[src/hdl/ldm_defs.vh]
`ifndef LDM_DEFS_VH
`define LDM_DEFS_VH
`define LDM_ADDR_W 8
`define LDM_OFF_RXEXT 8'h54
`define LDM_OFF_LOOP 8'h58
`define LDM_OFF_SLIP 8'h5C
`define LDM_OFF_IRQST 8'h70
`define LDM_OFF_IRQMSK 8'h74
`define LDM_RXBUF_DEPTH 4
`define LDM_PER_HI 31
`define LDM_PER_LO 24
`define LDM_FRESH_BIT 23
`define LDM_LOOP_W 20
`define LDM_RXSLIP_HI 20
`define LDM_RXSLIP_LO 16
`define LDM_TXEN_BIT 5
`define LDM_SLIP_W 5
`define LDM_IRQ_W 3
`define LDM_IRQ_EXT 0
`define LDM_IRQ_LOOP 1
`define LDM_IRQ_SLIP 2
`define LDM_RESP_OKAY 2'h0
`define LDM_RESP_SLVERR 2'h2
`endif

[src/hdl/ldm_event_flags.v]
`timescale 1ns/1ns
`include "ldm_defs.vh"
module ldm_event_flags
(
  // clock and reset
  input wire clk,
  input wire resetn,
  // events and software access
  input wire [`LDM_IRQ_W-1:0] evtSet,
  input wire [`LDM_IRQ_W-1:0] clrMask,
  input wire clrStrobe,
  input wire [`LDM_IRQ_W-1:0] maskVal,
  // flags and line
  output reg [`LDM_IRQ_W-1:0] status_r,
  output wire irq
);
  // set wins over a clear in the same cycle
  always @(posedge clk or negedge resetn)
  begin
    if (!resetn)
      status_r <= {`LDM_IRQ_W{1'b0}};
    else
      status_r <= (status_r & ~(clrStrobe ? clrMask : {`LDM_IRQ_W{1'b0}})) | evtSet;
  end
  assign irq = |(status_r & maskVal);
endmodule // ldm_event_flags

[src/hdl/ldm_regs.v]
`timescale 1ns/1ns
`include "ldm_defs.vh"
module ldm_regs
(
  // clock and reset
  input wire clk,
  input wire resetn,
  // axi4-lite write
  input wire [`LDM_ADDR_W-1:0] s_axi_awaddr,
  input wire s_axi_awvalid,
  output wire s_axi_awready,
  input wire [31:0] s_axi_wdata,
  input wire [3:0] s_axi_wstrb,
  input wire s_axi_wvalid,
  output wire s_axi_wready,
  output reg [1:0] s_axi_bresp,
  output reg s_axi_bvalid,
  input wire s_axi_bready,
  // axi4-lite read
  input wire [`LDM_ADDR_W-1:0] s_axi_araddr,
  input wire s_axi_arvalid,
  output wire s_axi_arready,
  output reg [31:0] s_axi_rdata,
  output reg [1:0] s_axi_rresp,
  output reg s_axi_rvalid,
  input wire s_axi_rready,
  // extended latency measurement
  input wire rxExtResultStrobe,
  input wire [`LDM_RXBUF_DEPTH-1:0] rxExtResultValue,
  output wire [7:0] rxMeasurePeriod,
  // loop latency
  input wire txFramePulse,
  input wire rxFramePulse,
  // transceiver slip
  input wire frameSyncReset,
  input wire alignActive,
  input wire commaMoved,
  input wire [`LDM_SLIP_W-1:0] rxSlipDetected,
  output wire txSlipEnable,
  output wire [`LDM_SLIP_W-1:0] txSlipAmount,
  // interrupt
  output wire irq
);
  ////////////////////////////////////////////////////////////////
  reg [7:0] period_r;
  reg fresh_r;
  reg [`LDM_RXBUF_DEPTH-1:0] extLat_r;
  reg [`LDM_LOOP_W-1:0] loopCnt_r;
  reg [`LDM_LOOP_W-1:0] loopLat_r;
  reg loopRun_r;
  reg [`LDM_SLIP_W-1:0] rxSlip_r;
  reg txEn_r;
  reg [`LDM_SLIP_W-1:0] txSlip_r;
  reg [`LDM_IRQ_W-1:0] mask_r;
  reg awHeld_r;
  reg [`LDM_ADDR_W-1:0] awAddr_r;
  reg wHeld_r;
  reg [31:0] wData_r;
  reg [3:0] wStrb_r;
  wire [`LDM_IRQ_W-1:0] status;
  wire doWrite;
  wire doRead;
  wire slipUpdate;
  wire loopDone;
  reg [31:0] rdWord;
  reg rdHit;

  // merges a write into a word honouring byte strobes
  function [31:0] strobeMerge;
    input [31:0] oldV;
    input [31:0] newV;
    input [3:0] strb;
    integer i;
    begin
      strobeMerge = oldV;
      for (i = 0; i < 4; i = i + 1)
        if (strb[i])
          strobeMerge[i*8 +: 8] = newV[i*8 +: 8];
    end
  endfunction

  // true when an address selects a given register word
  function hitOff;
    input [`LDM_ADDR_W-1:0] addr;
    input [`LDM_ADDR_W-1:0] off;
    begin
      hitOff = (addr[`LDM_ADDR_W-1:2] == off[`LDM_ADDR_W-1:2]);
    end
  endfunction

  // true for any of the five register words
  function isMapped;
    input [`LDM_ADDR_W-1:0] addr;
    begin
      isMapped = hitOff(addr, `LDM_OFF_RXEXT) || hitOff(addr, `LDM_OFF_LOOP)
        || hitOff(addr, `LDM_OFF_SLIP) || hitOff(addr, `LDM_OFF_IRQST)
        || hitOff(addr, `LDM_OFF_IRQMSK);
    end
  endfunction

  // zero fills between the fields of each word
  localparam EXT_PAD_W = `LDM_FRESH_BIT - `LDM_RXBUF_DEPTH;
  localparam LOOP_PAD_W = 32 - `LDM_LOOP_W;
  localparam SLIP_TOP_W = 31 - `LDM_RXSLIP_HI;
  localparam SLIP_MID_W = `LDM_RXSLIP_LO - `LDM_TXEN_BIT - 1;
  localparam IRQ_PAD_W = 32 - `LDM_IRQ_W;

  ////////////////////////////////////////////////////////////////
  // write channel: address and data taken in either order
  // a new address waits until the response has been taken
  assign s_axi_awready = !awHeld_r && !s_axi_bvalid;
  assign s_axi_wready = !wHeld_r && !s_axi_bvalid;
  assign doWrite = awHeld_r && wHeld_r && !s_axi_bvalid;

  always @(posedge clk or negedge resetn)
  begin
    if (!resetn)
    begin
      awHeld_r <= 1'b0;
      awAddr_r <= {`LDM_ADDR_W{1'b0}};
      wHeld_r <= 1'b0;
      wData_r <= 32'h0;
      wStrb_r <= 4'h0;
      s_axi_bvalid <= 1'b0;
      s_axi_bresp <= `LDM_RESP_OKAY;
    end
    else
    begin
      if (s_axi_awvalid && s_axi_awready)
      begin
        awHeld_r <= 1'b1;
        awAddr_r <= s_axi_awaddr;
      end
      if (s_axi_wvalid && s_axi_wready)
      begin
        wHeld_r <= 1'b1;
        wData_r <= s_axi_wdata;
        wStrb_r <= s_axi_wstrb;
      end
      if (doWrite)
      begin
        awHeld_r <= 1'b0;
        wHeld_r <= 1'b0;
        s_axi_bvalid <= 1'b1;
        s_axi_bresp <= isMapped(awAddr_r) ? `LDM_RESP_OKAY : `LDM_RESP_SLVERR;
      end
      else if (s_axi_bvalid && s_axi_bready)
        s_axi_bvalid <= 1'b0;
    end
  end

  ////////////////////////////////////////////////////////////////
  // software-written fields; reserved bits are never stored
  wire [31:0] wMerged = strobeMerge(32'h0, wData_r, wStrb_r);
  wire [31:0] extOld = {period_r, 24'h0};
  wire [31:0] slipOld = {26'h0, txEn_r, txSlip_r};
  wire [31:0] extNew = strobeMerge(extOld, wData_r, wStrb_r);
  wire [31:0] slipNew = strobeMerge(slipOld, wData_r, wStrb_r);

  always @(posedge clk or negedge resetn)
  begin
    if (!resetn)
    begin
      period_r <= 8'h00;
      txEn_r <= 1'b0;
      txSlip_r <= {`LDM_SLIP_W{1'b0}};
      mask_r <= {`LDM_IRQ_W{1'b0}};
    end
    else if (doWrite)
    begin
      if (hitOff(awAddr_r, `LDM_OFF_RXEXT))
        period_r <= extNew[`LDM_PER_HI:`LDM_PER_LO];
      if (hitOff(awAddr_r, `LDM_OFF_SLIP))
      begin
        txEn_r <= slipNew[`LDM_TXEN_BIT];
        txSlip_r <= slipNew[`LDM_SLIP_W-1:0];
      end
      // mask shares the event bit layout of the status word
      if (hitOff(awAddr_r, `LDM_OFF_IRQMSK))
        mask_r <= wMerged[`LDM_IRQ_W-1:0];
    end
  end

  assign rxMeasurePeriod = period_r;
  assign txSlipEnable = txEn_r;
  // downstream applies the amount only while txSlipEnable is high
  assign txSlipAmount = txSlip_r;

  ////////////////////////////////////////////////////////////////
  // read channel
  assign s_axi_arready = !s_axi_rvalid;
  assign doRead = s_axi_arvalid && s_axi_arready;

  always @*
  begin
    rdWord = 32'h0;
    rdHit = 1'b1;
    if (hitOff(s_axi_araddr, `LDM_OFF_RXEXT))
      rdWord = {period_r, fresh_r, {EXT_PAD_W{1'b0}}, extLat_r};
    else if (hitOff(s_axi_araddr, `LDM_OFF_LOOP))
      rdWord = {{LOOP_PAD_W{1'b0}}, loopLat_r};
    else if (hitOff(s_axi_araddr, `LDM_OFF_SLIP))
      rdWord = {{SLIP_TOP_W{1'b0}}, rxSlip_r, {SLIP_MID_W{1'b0}}, txEn_r, txSlip_r};
    else if (hitOff(s_axi_araddr, `LDM_OFF_IRQST))
      rdWord = {{IRQ_PAD_W{1'b0}}, status};
    else if (hitOff(s_axi_araddr, `LDM_OFF_IRQMSK))
      rdWord = {{IRQ_PAD_W{1'b0}}, mask_r};
    else
      rdHit = 1'b0;
  end

  always @(posedge clk or negedge resetn)
  begin
    if (!resetn)
    begin
      s_axi_rvalid <= 1'b0;
      s_axi_rdata <= 32'h0;
      s_axi_rresp <= `LDM_RESP_OKAY;
    end
    else if (doRead)
    begin
      s_axi_rvalid <= 1'b1;
      s_axi_rdata <= rdWord;
      s_axi_rresp <= rdHit ? `LDM_RESP_OKAY : `LDM_RESP_SLVERR;
    end
    else if (s_axi_rvalid && s_axi_rready)
      s_axi_rvalid <= 1'b0;
  end

  ////////////////////////////////////////////////////////////////
  // extended latency result and its fresh flag
  always @(posedge clk or negedge resetn)
  begin
    if (!resetn)
    begin
      fresh_r <= 1'b0;
      extLat_r <= {`LDM_RXBUF_DEPTH{1'b0}};
    end
    else
    begin
      if (rxExtResultStrobe)
        extLat_r <= rxExtResultValue;
      // a new result in the read cycle survives the clear
      if (rxExtResultStrobe)
        fresh_r <= 1'b1;
      else if (doRead && hitOff(s_axi_araddr, `LDM_OFF_RXEXT))
        fresh_r <= 1'b0;
    end
  end

  ////////////////////////////////////////////////////////////////
  // loop latency: count from tx frame pulse to rx frame pulse
  // a tx pulse mid-count restarts it; the stored value stands until an rx pulse ends a running count
  assign loopDone = loopRun_r && rxFramePulse;
  always @(posedge clk or negedge resetn)
  begin
    if (!resetn)
    begin
      loopRun_r <= 1'b0;
      loopCnt_r <= {`LDM_LOOP_W{1'b0}};
      loopLat_r <= {`LDM_LOOP_W{1'b0}};
    end
    else
    begin
      if (txFramePulse)
      begin
        loopRun_r <= 1'b1;
        loopCnt_r <= {`LDM_LOOP_W{1'b0}};
      end
      else if (loopDone)
        loopRun_r <= 1'b0;
      else if (loopRun_r && ~&loopCnt_r)
        loopCnt_r <= loopCnt_r + 1'b1; // saturates rather than wrapping
      if (loopDone && !txFramePulse)
        loopLat_r <= loopCnt_r + 1'b1;
    end
  end

  ////////////////////////////////////////////////////////////////
  // receive slip capture, gated to sync or comma moves
  assign slipUpdate = frameSyncReset || (alignActive && commaMoved);
  always @(posedge clk or negedge resetn)
  begin
    if (!resetn)
      rxSlip_r <= {`LDM_SLIP_W{1'b0}};
    else if (slipUpdate)
      rxSlip_r <= rxSlipDetected;
  end

  ////////////////////////////////////////////////////////////////
  ldm_event_flags ldm_event_flags_inst
  (
    .clk(clk),
    .resetn(resetn),
    .evtSet({slipUpdate && (rxSlipDetected != rxSlip_r), loopDone && !txFramePulse,
      rxExtResultStrobe}),
    .clrMask(wMerged[`LDM_IRQ_W-1:0]),
    .clrStrobe(doWrite && hitOff(awAddr_r, `LDM_OFF_IRQST)),
    .maskVal(mask_r),
    .status_r(status),
    .irq(irq)
  );
endmodule // ldm_regs

[config.mk]
export PLATFORM = sky130hd
export DESIGN_NAME = ldm_regs
export DESIGN_NICKNAME = d
export VERILOG_FILES = /design/src/hdl/ldm_event_flags.v /design/src/hdl/ldm_regs.v
export VERILOG_INCLUDE_DIRS = /design/src /design/src/hdl
export SDC_FILE = /design/constraint.sdc
export NUM_CORES = 1
export LEC_CHECK = 0
export BUFFER_PORTS_ARGS = -buffer_cell sky130_fd_sc_hd__buf_4
export CAP_MARGIN = 30
export CORE_MARGIN = 2
export CORE_UTILIZATION = 50
export CTS_BUF_LIST = sky130_fd_sc_hd__clkbuf_8
export CTS_CLUSTER_DIAMETER = 50
export DETAILED_ROUTE_END_ITERATION = 10
export GPL_TIMING_DRIVEN = 0
export PLACE_DENSITY = 0.83
export SYNTH_ARGS = -nofsm -noshare
export SYNTH_HDL_FRONTEND = slang
export SYNTH_HIERARCHICAL = 1
export SYNTH_SLANG_ARGS = --single-unit
[constraint.sdc]
create_clock -name clk -period 2.8 [get_ports clk]
set_clock_uncertainty 0.05 [all_clocks]
set_input_delay 0.42 -clock clk [delete_from_list [all_inputs] [get_ports clk]]
set_output_delay 0.42 -clock clk [all_outputs]
set_load 0.1 [all_outputs]
==> run_results.csv <==
group,metric,value,unit
layout,post_layout_nonfiller_instances,785,
yosys,unique_cell_type_count_in_the_yosys_netlist,50,
clocking,cts-resized-gates,0,
clocking,cts_num_sinks,129,
yosys,yosys.cell_count.top_type,"dfrtp_1",
sta,endpoints_failing_setup,0,
layout,syn2layout_area_growth,24.72,%
floorplan,dieArea,0.01254,mm^2
layout,antennaDiodeCount,0,
global_routing,gr-usage-all-layers,22.36,%
setup_path,worstPathMaxFanout,6,
yosys,syn_area,0.005832,mm^2
floorplan,io_pins,130,
yosys,synth_fa_ha_area_share,0.2145,%
setup_path,reg2regPathDepth,4,
clocking,clk_path_buf_depth,2,
floorplan,initial_utilization,51.07,%
min_path,startpoint_of_the_most_critical_hold_path,"s_axi_rready",
sta,highest_clock_frequency_the_design_can_meet,464.9,MHz
yosys,synth_largest_type_area_fraction,55.35,%
global_routing,grt_remaining_overflow,0,
drt,first_iter_violations,318,
setup_path,critical_path_buf_inv_count,1,
setup_path,start_kind,"flop",
drt,wirelength,13.45,mm
layout,fin_nets,704,
flow_run,max_cap_viol_count,0,
sta,finalCriticalPeriod,2.151,ns
yosys,synth_xor_area_share,5.557,%
yosys,netlist_top_cells_count,"dfrtp_1 (129), nand2_1 (51), mux2_2 (49), o21ai_0 (32), nor2_1 (31)",
sta,period_share,76.82,%
setup_path,criticalPathCategory,"flop to flop",
global_routing,grt_pass1_wl,21.94,mm
yosys,post_synth.cell_area_avg,11.53,um^2
sta,hold_viol_final,0,
place,place.gp.congestion,0.8600,
setup_path,crit-reg2reg-launch,"s_axi_bvalid$_DFFE_PN0P_",
layout,post_route_cells_drive_above_1_share,33.02,%
setup_path,ff2ff_setup_slack,0.65,ns
drt,drt-pass1-iter-count,4,
clocking,ctsHoldBuffers,1,
clocking,worst_setup_hold_path_clk_slew,0.07,ns
yosys,yosys.area.top_type,"dfrtp_1",
drt,drt.antenna.violating_nets,0,
place,place_inst,752,
power_and_ir_drop,cellPowerDensity,800.5,mW/mm^2
floorplan,die_width,112,um
yosys,post_synth_inst_count,506,
drt,via_count,4350,
global_routing,grt_antenna_before_repair,0,
floorplan,floorplan.core_area,0.01142,mm^2
layout,fill_cells,866,
yosys,synth.ff_latch_count,129,
yosys,complex_gate_fraction_of_the_synthesized_area,11.35,%
place,portBuffers,99,
power_and_ir_drop,vdd.ir_drop.worst,574.4,uV
setup_path,timing.critical_path.slowest_cell_delay,0.85,ns
setup_path,regToRegEndpoint,"txSlipAmount[4]$_DFFE_PN0P_",
yosys,synth-edff-count,0,
setup_path,critical_path.cell_chain,"inv_1 -> nand3_1 -> nor3_1 -> mux2_2",
min_path,hold-path-cell-count,2,
status,run_status,"complete, no violations",
clocking,insertion_delay,0.44,ns
drt,routedWlPerCell,17.14,um
sta,setup_repair_after_global_routing_missed_its_margin,"false",
floorplan,die-height,112,um
clocking,cts_tree,"done",
yosys,synth_top_family_by_area,"simple AND/OR/NAND/NOR gates",
clocking,root_buffer,"clkbuf_8",
sta,accumulated_negative_setup_slack,0,ns
setup_path,crit_path_top_delay_cell,"nor3_1",
sta,slew_violations,0,
clocking,post_cts_buffers,0,
min_path,worst_hold_path_type,"input pin to flop",
yosys,post_synth_mux_area_share,11.52,%
sta,timing_worst_slew_pin_value,1.001,ns
yosys,post_synth_and_or_nand_nor_area_fraction,13.02,%
power_and_ir_drop,power.leakage,3.394,nW
drt,drt-vias-per-instance,5.541,
yosys,ys.warnings.count,6,
min_path,hold_path_end,"s_axi_rvalid$_DFFE_PN0P_",
yosys,synth_flop_cell,"dfrtp_1",
floorplan,num_rows,39,
setup_path,cp_data_arrival_time,2.42,ns
setup_path,endpoint_kind,"flop",
global_routing,grt_pass1_vias,4515,
place,dp_hpwl,9.452,mm
yosys,yosysSeqAreaShare,55.35,%
setup_path,timing.critical_path.max_delay_family,"simple AND/OR/NAND/NOR gates",
drt,route.detailed.drc,0,
yosys,netlist_top_cells_area,"dfrtp_1 (55%), mux2_2 (9.5%), nand2_1 (3.3%), xnor2_1 (3.0%), a22o_1 (2.9%)",
setup_path,crit_required,3.07,ns
clocking,cts-buffers-inserted,17,
global_routing,pin_count_of_the_biggest_net_entering_global_routing,84,
clocking,cts-htree-levels,4,
sta,max-slew-margin-rel,33.00,%
yosys,asyncSetResetFlopFracSynth,100.0,%
-- sequential cells by signal, summed over array words and instances, names as in the netlist --
signal / count
loopRun_r: 1
s_axi_rdata: 30
txSlipAmount: 5
awAddr_r: 6
s_axi_bresp: 1
s_axi_bvalid: 1
txSlipEnable: 1
fresh_r: 1
ldm_event_flags_inst/status_r: 3
awHeld_r: 1
wHeld_r: 1
loopCnt_r: 20
wStrb_r: 2
mask_r: 3
s_axi_rvalid: 1
loopLat_r: 20
rxSlip_r: 5
s_axi_rresp: 1
wData_r: 14
extLat_r: 4
rxMeasurePeriod: 8
-- cells in the final DEF (no fill, tap or decap), types with 2 or more instances in the layout --
cell type	count
dfrtp_1	129
buf_4	102
nand2_1	51
mux2_2	49
o21ai_0	32
nor2_1	30
xnor2_1	20
clkbuf_8	20
a22o_1	19
xor2_1	17
clkbuf_1	16
mux2i_1	12
nor3_1	11
nand3_1	11
inv_1	10
buf_2	7
o211ai_2	7
a21oi_1	6
a211oi_1	6
nor3_2	5
and3_1	5
o21ai_1	5
bufinv_16	5
and2_1	4
nand3b_1	4
nor2b_1	4
nand4_1	4
o211ai_1	4
a21o_1	4
conb_1	4
a31oi_1	3
nand2b_1	3
o32ai_1	3
or3_1	3
clkinvlp_4	3
buf_1	2
buf_6	2
-- worst reg2reg max path, stage by stage (launching register included) --
cell	delay, ns
dfrtp_1	0.42
inv_1	0.10
nand3_1	0.19
nor3_1	0.85
mux2_2	0.42
-- routing by layer --
layer	vias to the layer above	global-route usage, %	wire, um
met5	-	0	0
met4	0	10.73	399
met3	34	5.553	740
met2	139	38.79	6828
met1	2152	26.08	5486
li1	2025	-	-
-- area by class of cell --
cell class / instances / area (um^2) / share of cell area (%)
Sequential cell: 129 / 3228 / 44.38
Multi-Input combinational cell: 343 / 2447 / 33.65
Timing Repair Buffer: 101 / 784.5 / 10.79
Clock buffer: 20 / 275.3 / 3.785
Clock inverter: 12 / 188.9 / 2.598
Tap cell: 143 / 178.9 / 2.460
Buffer: 30 / 143.9 / 1.978
Inverter: 7 / 26.28 / 0.3613
-- cells by family after synthesis --
kind of cell	Yosys count
AND/OR/NAND/NOR	146
flip-flops	129
AO/OA/AOI/OAI	94
multiplexers	61
XOR/XNOR	37
buffers and inverters	37
adder cells (fa/ha/maj)	1
other	1
-- metrics by stage --
stage / utilization (%) / setup WS, ns / power (mW) / instance area (um^2) / hold slack [ns]
4_1_cts: 63.70 / 0.6256 / 5.856 / 7273 / 0.08525
3_3_place_gp: 59.27 / 0.4393 / 3.962 / 6768 / 0.4102
2_1_floorplan: - / 0.05973 / 3.589 / 5846 / 0.07441
3_5_place_dp: 59.54 / 0.3777 / 4.026 / 6799 / 0.3286
5_1_grt: 63.70 / 0.4485 / 6.049 / 7273 / 0.09342
6_report: 63.70 / 0.6490 / 5.822 / 7273 / 0.1056
-- worst max path at each step --
stage / start / end / slack, ns / cells past startpoint
CTS: s_axi_bvalid$_DFFE_PN0P_ / txSlipAmount[4]$_DFFE_PN0P_ / 0.63 / 4
detailed placement: s_axi_araddr[7] / s_axi_rdata[14]$_DFFE_PN0P_ / 0.38 / 6
global route: s_axi_bvalid$_DFFE_PN0P_ / txSlipAmount[0]$_DFFE_PN0P_ / 0.45 / 4
floorplan: s_axi_rvalid$_DFFE_PN0P_ / s_axi_rvalid$_DFFE_PN0P_ / 0.06 / 5
global placement: s_axi_araddr[7] / s_axi_rdata[11]$_DFFE_PN0P_ / 0.44 / 6
finish: s_axi_bvalid$_DFFE_PN0P_ / txSlipAmount[4]$_DFFE_PN0P_ / 0.65 / 4
-- report_power, final --
part | switching [mW] | internal [mW] | total [mW]
logic | 1.13 | 0.500 | 1.63
registers | 0.216 | 2.15 | 2.37
clock network | 0.709 | 1.12 | 1.83
total | 2.05 | 3.77 | 5.82
(Power assumes the default switching activity.)
